==> src/hdl/pbcs_pkg.sv <==
// Package with register map, field positions and reset values for the PLL base clock selector
package pbcs_pkg;
   // APB byte addresses
   localparam logic [3:0] ADDR_CONTROL = 4'h0;
   localparam logic [3:0] ADDR_BANDWIDTH = 4'h4;
   localparam logic [3:0] ADDR_PROGRAMMING = 4'h8;
   // Control register fields
   localparam int CTL_IRQ_EN_BIT = 7;
   localparam int CTL_FLAG_BIT = 6;
   localparam int CTL_PLL_EN_BIT = 5;
   localparam int CTL_BCS_BIT = 4;
   localparam logic [3:0] CTL_LOW_ONES = 4'hF;
   // Bandwidth register fields
   localparam int BW_AUTO_BIT = 7;
   localparam int BW_LOCK_BIT = 6;
   localparam int BW_TRACK_BIT = 5;
   // Reset values
   localparam logic RST_PLL_EN = 1'b1;
   localparam logic [3:0] RST_MULT = 4'h6;
   localparam logic [3:0] RST_RANGE = 4'h6;
   // Stasis cycles of each source during a switch
   localparam int SWITCH_CYCLES = 3;
   localparam logic [1:0] SWITCH_LAST = 2'h2;
   typedef enum logic [1:0] {PBCS_RUN, PBCS_STALL_OLD, PBCS_STALL_NEW} pbcs_sw_t;
endpackage

==> src/hdl/pbcs_clk_switch.sv <==
// Glitch-free base clock selector with stasis and divide-by-two
`timescale 1ns/1ps
`default_nettype none
module pbcs_clk_switch (
   // Clock and reset
   input wire logic core_clk,
   input wire logic rst_n,
   // Source enables, one-cycle pulses per source clock edge
   input wire logic xtal_tick,
   input wire logic vco_tick,
   // Selection request
   input wire logic sel_vco,
   // Divided output and status
   output logic base_clock_out,
   output logic busy,
   output logic vco_active
);
   pbcs_pkg::pbcs_sw_t state_reg;
   pbcs_pkg::pbcs_sw_t state_next;
   logic [1:0] cnt_reg;
   logic [1:0] cnt_next;
   logic cur_vco_reg;
   logic cur_vco_next;
   logic out_reg;
   logic out_next;
   wire logic cur_tick = cur_vco_reg ? vco_tick : xtal_tick;
   wire logic new_tick = cur_vco_reg ? xtal_tick : vco_tick;
   wire logic cnt_done = (cnt_reg == pbcs_pkg::SWITCH_LAST);
   always_comb begin
      state_next = state_reg;
      cnt_next = cnt_reg;
      cur_vco_next = cur_vco_reg;
      out_next = out_reg;
      unique case (state_reg)
         pbcs_pkg::PBCS_RUN: begin
            if (sel_vco != cur_vco_reg) begin
               state_next = pbcs_pkg::PBCS_STALL_OLD;
               cnt_next = 2'h0;
            end else if (cur_tick) begin
               out_next = ~out_reg;
            end
         end
         // Output frozen: count old source edges, then new ones
         pbcs_pkg::PBCS_STALL_OLD: begin
            if (cur_tick) begin
               cnt_next = cnt_done ? 2'h0 : cnt_reg + 2'h1;
               if (cnt_done) begin
                  state_next = pbcs_pkg::PBCS_STALL_NEW;
               end
            end
         end
         pbcs_pkg::PBCS_STALL_NEW: begin
            if (new_tick) begin
               cnt_next = cnt_done ? 2'h0 : cnt_reg + 2'h1;
               if (cnt_done) begin
                  state_next = pbcs_pkg::PBCS_RUN;
                  cur_vco_next = ~cur_vco_reg;
               end
            end
         end
         default: state_next = pbcs_pkg::PBCS_RUN;
      endcase
   end
   always_ff @(posedge core_clk or negedge rst_n) begin
      if (!rst_n) begin
         state_reg <= pbcs_pkg::PBCS_RUN;
         cnt_reg <= 2'h0;
         cur_vco_reg <= 1'b0;
         out_reg <= 1'b0;
      end else begin
         state_reg <= state_next;
         cnt_reg <= cnt_next;
         cur_vco_reg <= cur_vco_next;
         out_reg <= out_next;
      end
   end
   assign base_clock_out = out_reg;
   assign vco_active = cur_vco_reg;
   assign busy = (state_reg != pbcs_pkg::PBCS_RUN);
endmodule
`default_nettype wire

==> src/hdl/pbcs_top.sv <==
// PLL base clock selector: APB register file, interlocks, lock flag and source switch
// Functional notes
// - A multiplier of zero acts exactly like one.
// - Range zero disables the PLL and forces the crystal source.
// - Source select reads zero, ignores writes, when PLL off or range zero.
// - On select change, output stalls three old and three new source cycles.
// - Base clock is the selected source divided by two.
// - PLL enable stays set and read-only while VCO source selected.
// - One write cannot change PLL enable and source select together.
// - Programming register is read-only while the PLL is enabled.
// - Interrupt enable reads zero, ignores writes, in manual mode; resets zero.
// - Lock-change flag sets on each lock toggle; zero in manual; reset clears.
// - Interrupt asserts when lock-change flag and interrupt enable both set.
// - A control register read clears the lock-change flag; a lock toggle in the same cycle wins.
// - Reset sets PLL enable and clears source select.
// - Low four control bits read as ones.
// - Bandwidth mode bit: one automatic, zero manual; reset clears.
// - Lock reads live lock in automatic mode, zero in manual; reset clears.
// - Track bit: read-only status in auto, keeps manual value; resets zero.
// - Multiplier and range reset to six.
//
// Chosen here: the register offsets and the APB slave port.
`timescale 1ns/1ps
`default_nettype none
module pbcs_top (
   // Clock and reset
   input wire logic core_clk,
   input wire logic rst_n,
   // APB slave
   input wire logic psel,
   input wire logic penable,
   input wire logic pwrite,
   input wire logic [3:0] paddr,
   input wire logic [31:0] pwdata,
   output logic [31:0] prdata,
   output logic pready,
   output logic pslverr,
   // Analog loop status and source edge enables
   input wire logic pll_locked,
   input wire logic pll_tracking,
   input wire logic crystal_clock,
   input wire logic vco_clock,
   input wire logic osc_enable_in,
   // Loop controls to the analog PLL
   output logic pll_power_on,
   output logic pll_filter_track,
   output logic [3:0] fb_divide,
   output logic [3:0] vco_center_range,
   // Clock and interrupt outputs
   output logic base_clock_out,
   output logic clock_gen_irq
);
   // Effective feedback divide ratio
   function automatic logic [3:0] eff_mult(input logic [3:0] m);
      eff_mult = (m == 4'h0) ? 4'h1 : m;
   endfunction

   logic irq_en_reg;
   logic flag_reg;
   logic pll_en_reg;
   logic bcs_reg;
   logic auto_reg;
   logic track_man_reg;
   logic lock_reg;
   logic [3:0] mult_reg;
   logic [3:0] range_reg;
   logic [31:0] prdata_reg;
   logic pready_reg;
   logic pslverr_reg;
   logic pll_on_reg;
   logic track_out_reg;
   logic [3:0] div_reg;
   logic [3:0] vrs_reg;
   logic irq_reg;
   logic base_reg;
   logic xtal_d_reg;
   logic vco_d_reg;

   // Access decode; every transfer gets one wait state, then pready for one cycle
   wire logic access = psel & penable & ~pready_reg;
   wire logic wr = access & pwrite;
   wire logic rd = access & ~pwrite;
   wire logic hit_ctl = (paddr == pbcs_pkg::ADDR_CONTROL);
   wire logic hit_bw = (paddr == pbcs_pkg::ADDR_BANDWIDTH);
   wire logic hit_prg = (paddr == pbcs_pkg::ADDR_PROGRAMMING);
   wire logic unmapped = ~(hit_ctl | hit_bw | hit_prg);
   wire logic wr_ctl = wr & hit_ctl;
   wire logic wr_bw = wr & hit_bw;
   wire logic wr_prg = wr & hit_prg;
   wire logic rd_ctl = rd & hit_ctl;

   wire logic range_zero = (range_reg == 4'h0);
   wire logic w_pll_en = pwdata[pbcs_pkg::CTL_PLL_EN_BIT];
   wire logic w_bcs = pwdata[pbcs_pkg::CTL_BCS_BIT];
   wire logic en_changes = (w_pll_en != pll_en_reg);
   wire logic bcs_changes = (w_bcs != bcs_reg);
   // Both changing in one write is refused for both bits
   wire logic both_change = en_changes & bcs_changes;
   wire logic pll_en_next = (bcs_reg | both_change) ? pll_en_reg : w_pll_en;
   wire logic bcs_allowed = pll_en_reg & ~range_zero & ~both_change;
   wire logic bcs_next = bcs_allowed ? w_bcs : bcs_reg;
   wire logic lock_toggle = auto_reg & (pll_locked != lock_reg);
   wire logic track_view = auto_reg ? pll_tracking : track_man_reg;

   wire logic [7:0] ctl_view = {irq_en_reg & auto_reg, flag_reg & auto_reg, pll_en_reg, bcs_reg,
                                pbcs_pkg::CTL_LOW_ONES};
   wire logic [7:0] bw_view = {auto_reg, lock_reg & auto_reg, track_view, 5'h00};
   wire logic [7:0] prg_view = {mult_reg, range_reg};
   wire logic [7:0] rd_view = hit_ctl ? ctl_view : (hit_bw ? bw_view : (hit_prg ? prg_view : 8'h00));

   // Source selection with the range-zero override
   wire logic sel_vco = bcs_reg & pll_en_reg & ~range_zero;
   wire logic sw_base;
   wire logic sw_busy;
   wire logic sw_vco;

   always_ff @(posedge core_clk or negedge rst_n) begin
      if (!rst_n) begin
         pll_en_reg <= pbcs_pkg::RST_PLL_EN;
         bcs_reg <= 1'b0;
      end else begin
         // Range zero only pins the select; the enable bit stays writable
         if (wr_ctl) begin
            pll_en_reg <= pll_en_next;
         end
         if (range_zero) begin
            bcs_reg <= 1'b0;
         end else if (wr_ctl) begin
            bcs_reg <= bcs_next;
         end
      end
   end

   always_ff @(posedge core_clk or negedge rst_n) begin
      if (!rst_n) begin
         irq_en_reg <= 1'b0;
      end else if (!auto_reg) begin
         irq_en_reg <= 1'b0;
      end else if (wr_ctl) begin
         irq_en_reg <= pwdata[pbcs_pkg::CTL_IRQ_EN_BIT];
      end
   end

   // Toggle wins over the read clear
   always_ff @(posedge core_clk or negedge rst_n) begin
      if (!rst_n) begin
         flag_reg <= 1'b0;
      end else if (lock_toggle) begin
         flag_reg <= 1'b1;
      end else if (rd_ctl || !auto_reg) begin
         flag_reg <= 1'b0;
      end
   end

   always_ff @(posedge core_clk or negedge rst_n) begin
      if (!rst_n) begin
         auto_reg <= 1'b0;
         track_man_reg <= 1'b0;
      end else if (wr_bw) begin
         auto_reg <= pwdata[pbcs_pkg::BW_AUTO_BIT];
         if (!auto_reg) begin
            track_man_reg <= pwdata[pbcs_pkg::BW_TRACK_BIT];
         end
      end
   end

   always_ff @(posedge core_clk or negedge rst_n) begin
      if (!rst_n) begin
         lock_reg <= 1'b0;
      end else begin
         lock_reg <= auto_reg & pll_locked;
      end
   end

   always_ff @(posedge core_clk or negedge rst_n) begin
      if (!rst_n) begin
         mult_reg <= pbcs_pkg::RST_MULT;
         range_reg <= pbcs_pkg::RST_RANGE;
      end else if (wr_prg && !pll_en_reg) begin
         mult_reg <= pwdata[7:4];
         range_reg <= pwdata[3:0];
      end
   end

   // APB answer registers
   always_ff @(posedge core_clk or negedge rst_n) begin
      if (!rst_n) begin
         pready_reg <= 1'b0;
         pslverr_reg <= 1'b0;
         prdata_reg <= 32'h0000_0000;
      end else begin
         pready_reg <= access;
         pslverr_reg <= access & unmapped;
         if (rd) begin
            prdata_reg <= {24'h00_0000, rd_view};
         end
      end
   end

   // Edge enables of the source clocks, sampled as synchronous inputs
   always_ff @(posedge core_clk or negedge rst_n) begin
      if (!rst_n) begin
         xtal_d_reg <= 1'b0;
         vco_d_reg <= 1'b0;
      end else begin
         xtal_d_reg <= crystal_clock;
         vco_d_reg <= vco_clock & pll_on_reg;
      end
   end
   wire logic xtal_tick = crystal_clock & ~xtal_d_reg & osc_enable_in;
   wire logic vco_tick = vco_clock & pll_on_reg & ~vco_d_reg;

   pbcs_clk_switch u_switch (
      .core_clk(core_clk),
      .rst_n(rst_n),
      .xtal_tick(xtal_tick),
      .vco_tick(vco_tick),
      .sel_vco(sel_vco),
      .base_clock_out(sw_base),
      .busy(sw_busy),
      .vco_active(sw_vco)
   );

   // Output registers
   always_ff @(posedge core_clk or negedge rst_n) begin
      if (!rst_n) begin
         pll_on_reg <= 1'b0;
         track_out_reg <= 1'b0;
         div_reg <= 4'h1;
         vrs_reg <= 4'h0;
         irq_reg <= 1'b0;
         base_reg <= 1'b0;
      end else begin
         // Loop stays powered until the switch has really left the VCO
         pll_on_reg <= (pll_en_reg & ~range_zero & osc_enable_in) | sw_vco | (sw_busy & ~sel_vco);
         track_out_reg <= track_view;
         div_reg <= eff_mult(mult_reg);
         vrs_reg <= range_reg;
         irq_reg <= flag_reg & irq_en_reg & auto_reg;
         base_reg <= sw_base;
      end
   end

   assign prdata = prdata_reg;
   assign pready = pready_reg;
   assign pslverr = pslverr_reg;
   assign pll_power_on = pll_on_reg;
   assign pll_filter_track = track_out_reg;
   assign fb_divide = div_reg;
   assign vco_center_range = vrs_reg;
   assign clock_gen_irq = irq_reg;
   assign base_clock_out = base_reg;
endmodule
`default_nettype wire

==> config.mk <==
export PLATFORM = sky130hd
export DESIGN_NAME = pbcs_top
export DESIGN_NICKNAME = d
export VERILOG_FILES = /design/src/hdl/pbcs_pkg.sv /design/src/hdl/pbcs_clk_switch.sv /design/src/hdl/pbcs_top.sv
export SDC_FILE = /design/constraint.sdc
export NUM_CORES = 1
export LEC_CHECK = 0
export BUFFER_PORTS_ARGS = -buffer_cell sky130_fd_sc_hd__buf_2
export CAP_MARGIN = 10
export CORE_MARGIN = 2
export CORE_UTILIZATION = 53
export CTS_BUF_LIST = sky130_fd_sc_hd__clkbuf_2 sky130_fd_sc_hd__clkbuf_4 sky130_fd_sc_hd__clkbuf_8
export DETAILED_ROUTE_END_ITERATION = 10
export PLACE_DENSITY = 0.95
export SLEW_MARGIN = 10
export SYNTH_ARGS = -nofsm -noshare
export SYNTH_HDL_FRONTEND = slang
export SYNTH_HIERARCHICAL = 1
export SYNTH_SLANG_ARGS = --single-unit
==> constraint.sdc <==
create_clock -name core_clk -period 4.3 [get_ports core_clk]
set_clock_uncertainty 0.1 [all_clocks]
set_input_delay 0.43 -clock core_clk [delete_from_list [all_inputs] [get_ports core_clk]]
set_output_delay 0.43 -clock core_clk [all_outputs]
set_load 0.1 [all_outputs]
After elaboration in Yosys (flattened, before gate mapping)
Cells that the tools add are included.
Widths: inputs -> output; s select.
{"block": "word_totals", "in_bits": 46, "wordCells": 130, "rom_bits": 0, "ramBits": 0, "regBits": 45, "latchBits": 0, "output_inout_bits": 46, "n_memories": 0}
{"block": "classes", "shifts": 0, "eq_ne": 15, "mul": 0, "n_lt_le_gt_ge": 0, "n_div": 0, "addsub": 1, "n_reduce_logical": 20, "bitwise": 45, "muxes": 25}
{"op": "$and 1x1->1", "n": 27}
{"op": "$mux 8", "n": 3}
{"op": "$mux 2", "n": 9}
{"op": "$not 1->1", "n": 13}
{"op": "$logic_not 4->1", "n": 3}
{"op": "$ne 2x1->1 const B", "n": 6}
{"op": "$pmux 2 s3", "n": 2}
{"op": "$mux 1", "n": 10}
{"op": "$reduce_bool 2->1", "n": 4}
{"op": "$reduce_and 2->1", "n": 3}
{"op": "$reduce_and 3->1", "n": 2}
{"op": "$or 1x1->1", "n": 5}
{"op": "$reduce_and 5->1", "n": 1}
{"op": "$eq 2x2->1 const B", "n": 2}
{"op": "$eq 4x3->1 const B", "n": 1}
{"op": "$eq 4x4->1 const B", "n": 1}
{"op": "$mux 4", "n": 1}
{"op": "$ne 1x1->1", "n": 4}
{"op": "$reduce_and 4->1", "n": 1}
{"op": "$reduce_bool 3->1", "n": 1}
{"op": "$add 2x1->2 const B", "n": 1}
{"op": "$eq 2x1->1 const B", "n": 1}
{"op": "$logic_not 1->1", "n": 2}
{"op": "$logic_not 2->1", "n": 1}
{"op": "2 further kinds", "n": 2}

Depth between registers and ports, before layout
Gate-level depths: netlist of run 1.
{"block": "logic_depth", "ltp_word": 7, "depth_mapped": 6}

Cells and area by module
The synthesis of run 1 kept the hierarchy.
{"module": "pbcs_top", "cells_each": 156, "instances": 1, "area_per_inst_um2": 1770.4}
{"module": "pbcs_clk_switch", "cells_each": 39, "instances": 1, "area_per_inst_um2": 415.4}

Worst setup path after synthesis of run 1
No wires, ideal clock.
{"block": "synth_path", "path_type": "register to register", "start": "register pll_on_reg, in the netlist pll_power_on", "end": "register u_switch.cnt_reg[0]", "stages_incl_launch_ff": 7, "arrival_time_ps": 1977, "n_path_buf": 0, "required_ps": 4075, "setup_ps": 125, "setup_slack_ps": 2098, "path_cell_list": "dfrtp_1 > and2_1 > nor2b_1 > nand2_1 > a32oi_2 > nand2_1 > mux2_2"}
{"block": "synth_between", "elab_chain_len": 5, "elab_cells_between_ends": 7, "cone_classes": "eq/ne: 2; mux: 2; bitwise: 2; reduce/logical: 1"}
{"item": "from (decl)", "line": "pbcs_top.sv:70", "text": "logic pll_on_reg;"}
{"item": "from (signal assigned)", "line": "pbcs_top.sv:235", "text": "pll_on_reg <= (pll_en_reg & ~range_zero & osc_enable_in) | sw_vco | (sw_busy & ~sel_vco);"}
{"item": "$and 1x1->1 (*) (2 in series)", "line": "pbcs_top.sv:211", "text": "wire logic vco_tick = vco_clock & pll_on_reg & ~vco_d_reg;"}
{"item": "via vco_tick", "line": "pbcs_top.sv:211"}
{"item": "$mux 1, on equally long branches", "line": "pbcs_clk_switch.sv:27, pbcs_clk_switch.sv:26"}
{"item": "$ne 2x1->1 (no line)"}
{"item": "$reduce_and 4->1 (no line) (*)"}
{"item": "to (signal assigned)", "line": "pbcs_clk_switch.sv:72", "text": "cnt_reg <= cnt_next;"}
{"item": "to (decl)", "line": "pbcs_clk_switch.sv:20", "text": "logic [1:0] cnt_reg;"}
Mark *: on every way through the listed nets, which the timed path passes. The rest lies on a longest branch.
A chain may end at the register's enable or synchronous reset.

Final worst setup path of run 1
{"block": "layout_path", "start": "register range_reg[3]", "end": "register u_switch.cnt_reg[0]"}
{"block": "layout_between", "elab_chain_len": 6}
{"item": "from (decl)", "line": "pbcs_top.sv:66", "text": "logic [3:0] range_reg;"}
{"item": "from (signal assigned)", "line": "pbcs_top.sv:178", "text": "range_reg <= pbcs_pkg::RST_RANGE;"}
{"item": "from (signal assigned)", "line": "pbcs_top.sv:181", "text": "range_reg <= pwdata[3:0];"}
{"item": "$logic_not 4->1", "line": "pbcs_top.sv:92", "text": "wire logic range_zero = (range_reg == 4'h0);"}
{"item": "$not 1->1", "line": "pbcs_top.sv:112", "text": "wire logic sel_vco = bcs_reg & pll_en_reg & ~range_zero;"}
{"item": "$and 1x1->1", "line": "pbcs_top.sv:112"}
{"item": "via sel_vco", "line": "pbcs_top.sv:112"}
{"item": "$ne 1x1->1", "line": "pbcs_clk_switch.sv:36", "text": "if (sel_vco != cur_vco_reg) begin"}
{"item": "$ne 2x1->1 (no line)"}
{"item": "$reduce_and 4->1 (no line)"}
The timed path passes the listed nets, and every way through them passes these cells.

==> impl_metrics.py, run 1 <==
metrics = {
    "global_routing": {
        "grt_pass1_wl_um": 6420,
        "grt_pass1_vias": 1327,
        "antenna_found_initial": 0,
        "grt_max_degree": 46,
        "track_usage_pct": 19.4,
        "gr-total-overflow": 0,
    },
    "placed_design": {
        "dp.cells": 278,
        "place_ws_ns": 2.05,
        "io_buffers": 43,
        "detailed_place.area_um2": 2320,
        "dp_hpwl_um": 2960,
        "gp_congestion": 0.821,
    },
    "yosys": {
        "yosys-top-cells-count": "39 x dfrtp_1, 24 x buf_4, 16 x mux2_2, 16 x nand2_1, 13 x o21ai_0",
        "ys_seq_elements": 45,
        "ys_seq_area_share_pct": 51.9,
        "ys_types": 44,
        "yosysMostFrequentCell": "dfrtp_1",
        "synth_warnings": 6,
        "syn_avg_cell_area_um2": 11.2,
        "synth_edf_count": 0,
        "synthArstFlopShare_pct": 100,
        "synth_area_leaders": "dfrtp_1 45%, buf_4 8.2%, mux2_2 8.2%",
        "netlist.area_leader.share_pct": 44.6,
        "netlist_instances": 195,
        "synth_top_area_cell": "dfrtp_1",
        "ys.flop_type": "dfrtp_1",
        "syn-cell-area_um2": 2190,
    },
    "sta": {
        "slew_violations": 0,
        "rsz0062_at_grt": "no",
        "hold_viol_final": 0,
        "slew_headroom_pct": 32.0,
        "min_period_ns": 2.28,
        "max_slew.worst_pin.slew_ns": 1.01,
        "fin_hold_ws_ns": 0.146,
        "max_freq_mhz": 438,
        "setup_violations": 0,
        "setup_tns_ns": 0,
        "fin_crit_sh_pct": 53.0,
        "timing.final.ws_setup_ns": 2.02,
    },
    "critical_path": {
        "start_kind": "register",
        "cpPeakStageDelay_ns": 0.61,
        "cp.required_ns": 4.39,
        "path_cells": "or4_1 > and3_1 > xnor2_1 > a32oi_2 > nand2_1 > mux2_2",
        "cp_max_fo": 4,
        "cpMaxStageDelayCell": "or4_1",
        "critPathBufInv": 0,
        "end_kind": "register",
        "reg2reg_slack_ns": 2.02,
        "arrival_ns": 2.37,
        "r2r-start": "range_reg[3]",
        "crit_family": "simple AND/OR/NAND/NOR gates",
        "r2r-end": "u_switch/cnt_reg[0]",
        "worstSetupPathType": "reg2reg",
        "r2r_cells": 6,
    },
    "detailed_routing": {
        "vias": 1471,
        "via_per_inst": 5.14,
        "wirelength_um": 4070,
        "wl_per_cell_um": 14.2,
        "detail_route.first_pass.iterations": 4,
        "drt_first_iter_violations": 99,
        "post-route-drc-count": 0,
        "postRouteAntennaNets": 0,
    },
    "worst_hold_path": {
        "hold_depth": 1,
        "min_path_type": "in2reg",
        "min_from": "crystal_clock",
        "hold_path_end": "xtal_d_reg",
    },
    "final_layout": {
        "final_util_pct": 61.4,
        "largest_reg_flops": 8,
        "nets": 286,
        "nFillCells": 321,
        "area_growth_pct": 11.6,
        "fin_area_um2": 2440,
        "regArea_um2": 1130,
        "instances_no_fill": 286,
        "num_antenna_cells": 0,
        "multiInputGateArea_um2": 886,
        "drive_above_1_share_pct": 33.9,
    },
    "cts": {
        "numClockSinks": 45,
        "cts_resized": 0,
        "root_buffer": "clkbuf_8",
        "cts_tree": "done",
        "cts-htree-levels": 2,
        "cts.clk_slew.worst_paths_ns": 0.08,
        "hold_buffers": 0,
        "insertion_delay_ns": 0.30,
        "cts_made_buffers": 5,
        "cts_buffer_depth": 2,
        "post_cts_buffers": 0,
    },
    "pwr": {
        "ir_worst_vdd_mv": 0.260,
        "finalPower_mw": 1.44,
        "pwr_density_cell_nw_per_um2": 590,
        "leakagePower_nw": 1.21,
    },
    "floorplan": {
        "core_area_um2": 3970,
        "fp.dieW_um": 68.2,
        "rows": 23,
        "dieArea_um2": 4650,
        "ios": 92,
        "die_y_um": 68.2,
        "initial_core_util_pct": 55.0,
    },
    "run_status": {
        "status": "finished, final reports clean",
    },
    "flow_run": {
        "drv_cap": 0,
    },
}
## cell usage in the layout (no fill, tap or decap), types with 4 or more instances in the layout
cell type,instances
nor2_1,5
mux2_2,16
dfrtp_1,39
a21oi_1,7
dfstp_2,6
o21ai_0,13
xnor2_1,4
buf_2,43
inv_1,6
clkbuf_8,6
nor3_1,5
conb_1,24
ha_1,5
nand2_1,16
## cell families (layout without fill, tap and decap cells)
| group | Yosys count | in the layout | share of synthesized area (%) |
|---|---|---|---|
| buffers and inverters | 39 | 57 | 11.6 |
| and+or+nand+nor | 52 | 52 | 13.7 |
| DFF | 45 | 45 | 51.9 |
| other | 1 | 24 | 0.172 |
| adders and majority gates | 5 | 5 | 2.86 |
| xor gates and xnor gates | 4 | 4 | 1.60 |
| AOI/OAI and AO/OA | 32 | 32 | 9.56 |
| muxes | 17 | 17 | 8.70 |
## cell type report
cell class | count | area share, %
clock inverters | 2 | 1.54
inverters | 6 | 0.923
well taps | 50 | 2.56
multi-input cells | 134 | 36.3
clock buffers | 6 | 3.38
repair buffers | 43 | 8.82
flip-flops and latches | 45 | 46.5
## metal layers
metal	vias to the layer above	GRT usage [%]	part of all wire (%)
li1	702	-	-
met1	712	25.0	42
met2	51	30.9	50
met3	6	4.93	6.1
met4	0	8.25	1.6
met5	-	0	0
## how the worst max path moves through the flow
stage | endpoint | start | cells past startpoint
final | u_switch/cnt_reg[0] | range_reg[3] | 6
after global routing | u_switch/cnt_reg[0] | range_reg[3] | 6
after CTS | u_switch/cnt_reg[0] | range_reg[3] | 6
after detailed placement | u_switch/cnt_reg[0] | range_reg[3] | 6
after global placement | u_switch/cnt_reg[1] | range_reg[3] | 6
after floorplan | u_switch/cnt_reg[0] | pll_power_on | 6
## where the power goes
| part | internal (mW) | switching, mW | total, mW |
|---|---|---|---|
| sequential | 0.499 | 0.0477 | 0.546 |
| clock | 0.189 | 0.143 | 0.332 |
| combinational | 0.136 | 0.425 | 0.561 |
| total | 0.823 | 0.616 | 1.44 |
Power figures use the tool's default switching activity.
==> run 2, diff against run 1 <==
- CORE_UTILIZATION: 53 -> 45
- PLACE_DENSITY: 0.95 -> 0.87
- clock period: 4.3 -> 1.9 ns (I/O delays scaled with it)
==> impl_metrics.py, run 2 (synthesis results as in run 1) <==
metrics = {
    "run_status": {
        "status": "complete, but fails checks",
        "violations": "negative setup slack",
    },
    "cts": {
        "cts_made_buffers": 5,
        "numClockSinks": 45,
        "cts.clk_slew.worst_paths_ns": 0.08,
        "root_buffer": "clkbuf_8",
        "cts_tree": "done",
        "cts_buffer_depth": 2,
        "cts-htree-levels": 2,
        "insertion_delay_ns": 0.30,
    },
    "critical_path": {
        "cp_max_fo": 2,
        "end_kind": "register",
        "cp.required_ns": 1.99,
        "reg2reg_slack_ns": -0.15,
        "r2r-end": "u_switch/state_reg[0]",
        "worstSetupPathType": "reg2reg",
        "r2r-start": "range_reg[1]",
        "arrival_ns": 2.14,
        "start_kind": "register",
        "r2r_cells": 6,
    },
    "pwr": {
        "p_int_mw": 1.81,
        "leakagePower_nw": 1.29,
        "p_sw_share_pct": 43.4,
        "combPwrFrac_pct": 41.2,
        "ir_worst_vdd_mv": 0.470,
        "p_switching_mw": 1.39,
        "pwr_density_cell_nw_per_um2": 1230,
        "p_seq_share_pct": 38.7,
        "pwr-share-clk_pct": 20.0,
    },
    "detailed_routing": {
        "drt_first_iter_violations": 92,
        "postRouteAntennaNets": 0,
        "wl_per_cell_um": 13.6,
        "vias": 1544,
        "via_per_inst": 5.03,
        "post-route-drc-count": 0,
        "detail_route.first_pass.iterations": 4,
        "wirelength_um": 4190,
    },
    "sta": {
        "timing.final.ws_setup_ns": -0.148,
        "max_freq_mhz": 488,
        "rsz0062_at_grt": "yes",
        "setup_violations": 5,
        "slew_violations": 0,
        "fin_crit_sh_pct": 108,
        "min_period_ns": 2.05,
        "fin_hold_ws_ns": 0.0211,
        "slew_headroom_pct": 67.0,
        "hold_viol_final": 0,
        "max_slew.worst_pin.slew_ns": 0.492,
    },
    "final_layout": {
        "instances_no_fill": 307,
        "largest_reg_flops": 8,
        "final_common_cell": "buf_2",
        "nFillCells": 410,
        "nets": 303,
        "num_antenna_cells": 0,
        "final_util_pct": 55.1,
        "area_growth_pct": 18.3,
        "drive_above_1_share_pct": 39.5,
        "mostFrequentLayoutCells": "43 x buf_2, 37 x dfrtp_1, 24 x conb_1, 16 x mux2_2, 15 x nand2_1",
        "fin_area_um2": 2580,
    },
    "floorplan": {
        "ios": 92,
        "core_area_um2": 4690,
        "dieArea_um2": 5430,
        "fp.dieW_um": 73.7,
        "die_y_um": 73.7,
        "initial_core_util_pct": 46.6,
        "rows": 25,
    },
    "worst_hold_path": {
        "hold_path_end": "range_reg[2]",
        "min_path_type": "in2reg",
        "min_from": "pwdata[2]",
        "hold_depth": 2,
    },
    "placed_design": {
        "io_buffers": 43,
        "dp_hpwl_um": 3140,
        "place_ws_ns": -0.129,
        "dp.cells": 296,
        "detailed_place.area_um2": 2450,
        "gp_congestion": 0.876,
    },
    "global_routing": {
        "grt_max_degree": 27,
        "gr-total-overflow": 0,
        "grt_pass1_vias": 1466,
        "grt_pass1_wl_um": 6770,
        "antenna_found_initial": 0,
        "track_usage_pct": 16.7,
    },
    "flow_run": {
        "drv_cap": 0,
    },
}
run 2: area by class of cell:
type | instances | area (um^2) | share of cell area, %
flip-flops and latches | 45 | 1140 | 43.9
multi-input cells | 134 | 897 | 34.7
repair buffers | 60 | 360 | 13.9
clock buffers | 7 | 96.3 | 3.73
well taps | 54 | 67.6 | 2.61
inverters | 6 | 22.5 | 0.871
clock inverters | 1 | 5.00 | 0.194
run 2: worst max path at each step:
stage	from	end	slack, ns	cells past startpoint
global route	range_reg[1]	u_switch/state_reg[0]	-0.21	6
floorplan	range_reg[1]	u_switch/cnt_reg[0]	-0.07	6
finish	range_reg[1]	u_switch/state_reg[0]	-0.15	6
global placement	range_reg[1]	u_switch/cnt_reg[0]	-0.09	6
CTS	range_reg[1]	u_switch/cnt_reg[0]	-0.14	6
detailed placement	range_reg[1]	u_switch/cnt_reg[0]	-0.13	6
run 2: critical path: stages, from the launching register on:
cell     delay [ns]
dfstp_2        0.38
or4_4          0.54
and3_4         0.17
xnor2_1        0.12
a32oi_2        0.22
o21ai_2        0.12
mux2_2         0.28
run 2: what timing repair did:
action / in CTS / in global routing
pin swaps: 2 / 1
cloned: 0 / 0
resized for setup: 0 / 1
hold endpoints to repair: 18 / 0
buffers inserted: 0 / 1
hold buffers: 2 / 0
endpoints found under the setup margin: 4 / 4
run 2: per-stage QoR:
step | power (mW) | TNS [ns]
after floorplan | 2.35 | -0.239
after global placement | 2.51 | -0.323
after detailed placement | 2.55 | -0.479
after CTS | 3.20 | -0.499
after global routing | 3.35 | -0.904
final | 3.19 | -0.559
run 2: layer usage:
layer | GRT usage, % | share of wire (%) | vias to the layer above
met4 | 6.87 | 2.4 | 0
met2 | 27.6 | 51 | 47
met5 | 0 | 0 | -
li1 | - | - | 738
met3 | 5.21 | 5.2 | 9
met1 | 20.1 | 42 | 750
run 2: power groups by stage:
stage | logic [mW] | registers (mW) | clock network [mW]
6_report | 1.32 | 1.24 | 0.639
2_1_floorplan | 0.671 | 1.68 | 0
5_1_grt | 1.40 | 1.26 | 0.698
4_1_cts | 1.31 | 1.24 | 0.658
3_3_place_gp | 1.27 | 1.24 | 0
3_5_place_dp | 1.30 | 1.25 | 0
==> run 3, diff against run 2 <==
- CORE_MARGIN: 2 -> unset
==> impl_metrics.py, run 3 (synthesis results as in run 1) <==
metrics = {
    "run_status": {
        "status": "complete, but fails checks",
        "violations": "negative setup slack",
    },
    "worst_hold_path": {
        "hold_depth": 2,
        "min_path_type": "in2reg",
        "hold_path_end": "range_reg[2]",
        "min_from": "pwdata[2]",
    },
    "final_layout": {
        "nets": 300,
        "largest_reg_flops": 8,
        "multiInputGateArea_um2": 895,
        "final_common_cell": "buf_2",
        "mostFrequentLayoutCells": "43 x buf_2, 37 x dfrtp_1, 24 x conb_1, 16 x mux2_2, 16 x nand2_1",
        "nFillCells": 386,
        "fin_area_um2": 2550,
        "area_growth_pct": 16.8,
        "num_antenna_cells": 0,
        "regArea_um2": 1140,
        "drive_above_1_share_pct": 38.4,
        "instances_no_fill": 302,
    },
    "global_routing": {
        "use_met3_pct": 5.20,
        "gr-total-overflow": 0,
        "antenna_found_initial": 0,
        "grt_max_degree": 25,
        "track_usage_pct": 17.1,
        "met1_usage_pct": 21.9,
        "grt_pass1_wl_um": 6560,
        "met2_usage_pct": 26.2,
        "grt_pass1_vias": 1406,
        "grt.busiest_layer": "met2",
    },
    "critical_path": {
        "r2r_cells": 6,
        "cpMaxStageDelayCell": "or4_4",
        "path_cells": "or4_4 > and3_4 > xnor2_1 > a32oi_2 > nand2_1 > mux2_2",
        "r2r-end": "u_switch/cnt_reg[1]",
        "crit_family": "simple AND/OR/NAND/NOR gates",
        "start_kind": "register",
        "r2r-start": "range_reg[1]",
        "cp.required_ns": 1.97,
        "arrival_ns": 2.10,
        "worstSetupPathType": "reg2reg",
        "cpPeakStageDelay_ns": 0.54,
        "cp_max_fo": 2,
        "reg2reg_slack_ns": -0.12,
        "critPathBufInv": 0,
        "end_kind": "register",
    },
    "detailed_routing": {
        "vias": 1504,
        "wirelength_um": 3960,
        "detail_route.first_pass.iterations": 4,
        "drt_first_iter_violations": 89,
        "via_per_inst": 4.98,
        "post-route-drc-count": 0,
        "wl_per_cell_um": 13.1,
        "postRouteAntennaNets": 0,
    },
    "placed_design": {
        "dp_hpwl_um": 3100,
        "gp_congestion": 0.860,
        "io_buffers": 43,
        "dp.cells": 292,
        "detailed_place.area_um2": 2440,
    },
    "cts": {
        "cts_made_buffers": 5,
        "post_cts_buffers": 0,
        "cts_tree": "done",
        "cts.clk_slew.worst_paths_ns": 0.08,
        "numClockSinks": 45,
        "cts-htree-levels": 2,
        "root_buffer": "clkbuf_8",
        "insertion_delay_ns": 0.29,
        "cts_buffer_depth": 2,
    },
    "sta": {
        "rsz0062_at_grt": "yes",
        "slew_headroom_pct": 65.0,
        "hold_viol_final": 0,
        "max_slew.worst_pin.slew_ns": 0.526,
        "fin_crit_sh_pct": 107,
        "timing.final.ws_setup_ns": -0.125,
        "slew_violations": 0,
        "max_freq_mhz": 494,
        "min_period_ns": 2.02,
        "setup_violations": 4,
    },
    "floorplan": {
        "ios": 92,
        "initial_core_util_pct": 48.5,
        "core_area_um2": 4500,
        "fp.dieW_um": 71.7,
        "dieArea_um2": 5140,
        "rows": 24,
        "die_y_um": 71.7,
    },
    "flow_run": {
        "drv_cap": 0,
    },
    "pwr": {
        "ir_worst_vdd_mv": 0.393,
        "pwr_density_cell_nw_per_um2": 1240,
        "leakagePower_nw": 1.28,
    },
}
[run 3: cell count changes in the layout (fill, tap and decap cells not counted), sizes merged]
cell	previous run	this run
buf	58	55
clkbuf	7	8
clkinv	1	0
[run 3: worst max-delay path by stage]
| stage | startpoint | to | slack (ns) | cells after the start |
|---|---|---|---|---|
| after floorplan | range_reg[1] | u_switch/cnt_reg[0] | -0.07 | 6 |
| after global placement | range_reg[1] | u_switch/cnt_reg[0] | -0.11 | 6 |
| after detailed placement | range_reg[1] | u_switch/cnt_reg[1] | -0.14 | 6 |
| after CTS | range_reg[1] | u_switch/cnt_reg[1] | -0.13 | 6 |
| after global routing | range_reg[1] | u_switch/cnt_reg[1] | -0.20 | 6 |
| final | range_reg[1] | u_switch/cnt_reg[1] | -0.12 | 6 |
[run 3: timing repair]
| item | in CTS | in global routing |
|---|---|---|
| gates resized for setup | 0 | 0 |
| endpoints found under the hold margin | 22 | 0 |
| gates cloned | 0 | 0 |
| hold buffers | 2 | 0 |
| pin swaps | 1 | 0 |
| setup endpoints to repair | 4 | 4 |
[run 3: layout make-up]
type,instances,area share [%]
Sequential cell,45,44.5
Multi-Input combinational cell,134,35.0
Timing Repair Buffer,57,13.2
Clock buffer,8,3.82
Tap cell,52,2.55
Inverter,6,0.882
[run 3: routing by layer]
metal / wire [um] / share of wire (%)
met1: 1720 / 43
met2: 1940 / 49
met3: 196 / 5.0
met4: 98 / 2.5
met5: 0 / 0
[run 3: metrics by stage]
step / hold slack, ns / worst slack [ns] / utilization [%] / power [mW] / TNS [ns]
5_1_grt: 0.0292 / -0.196 / 56.7 / 3.31 / -0.700
3_3_place_gp: 0.0911 / -0.108 / 54.1 / 2.52 / -0.380
4_1_cts: 0.0349 / -0.134 / 56.7 / 3.18 / -0.482
6_report: 0.0426 / -0.125 / 56.7 / 3.15 / -0.454
3_5_place_dp: 0.0907 / -0.144 / 54.1 / 2.56 / -0.520
2_1_floorplan: -0.206 / -0.0671 / - / 2.35 / -0.239
[run 3: report_power, final]
group          switching (mW)  total (mW)  internal, mW
clock                   0.285       0.610         0.325
sequential              0.103        1.23          1.13
combinational           0.965        1.31         0.345
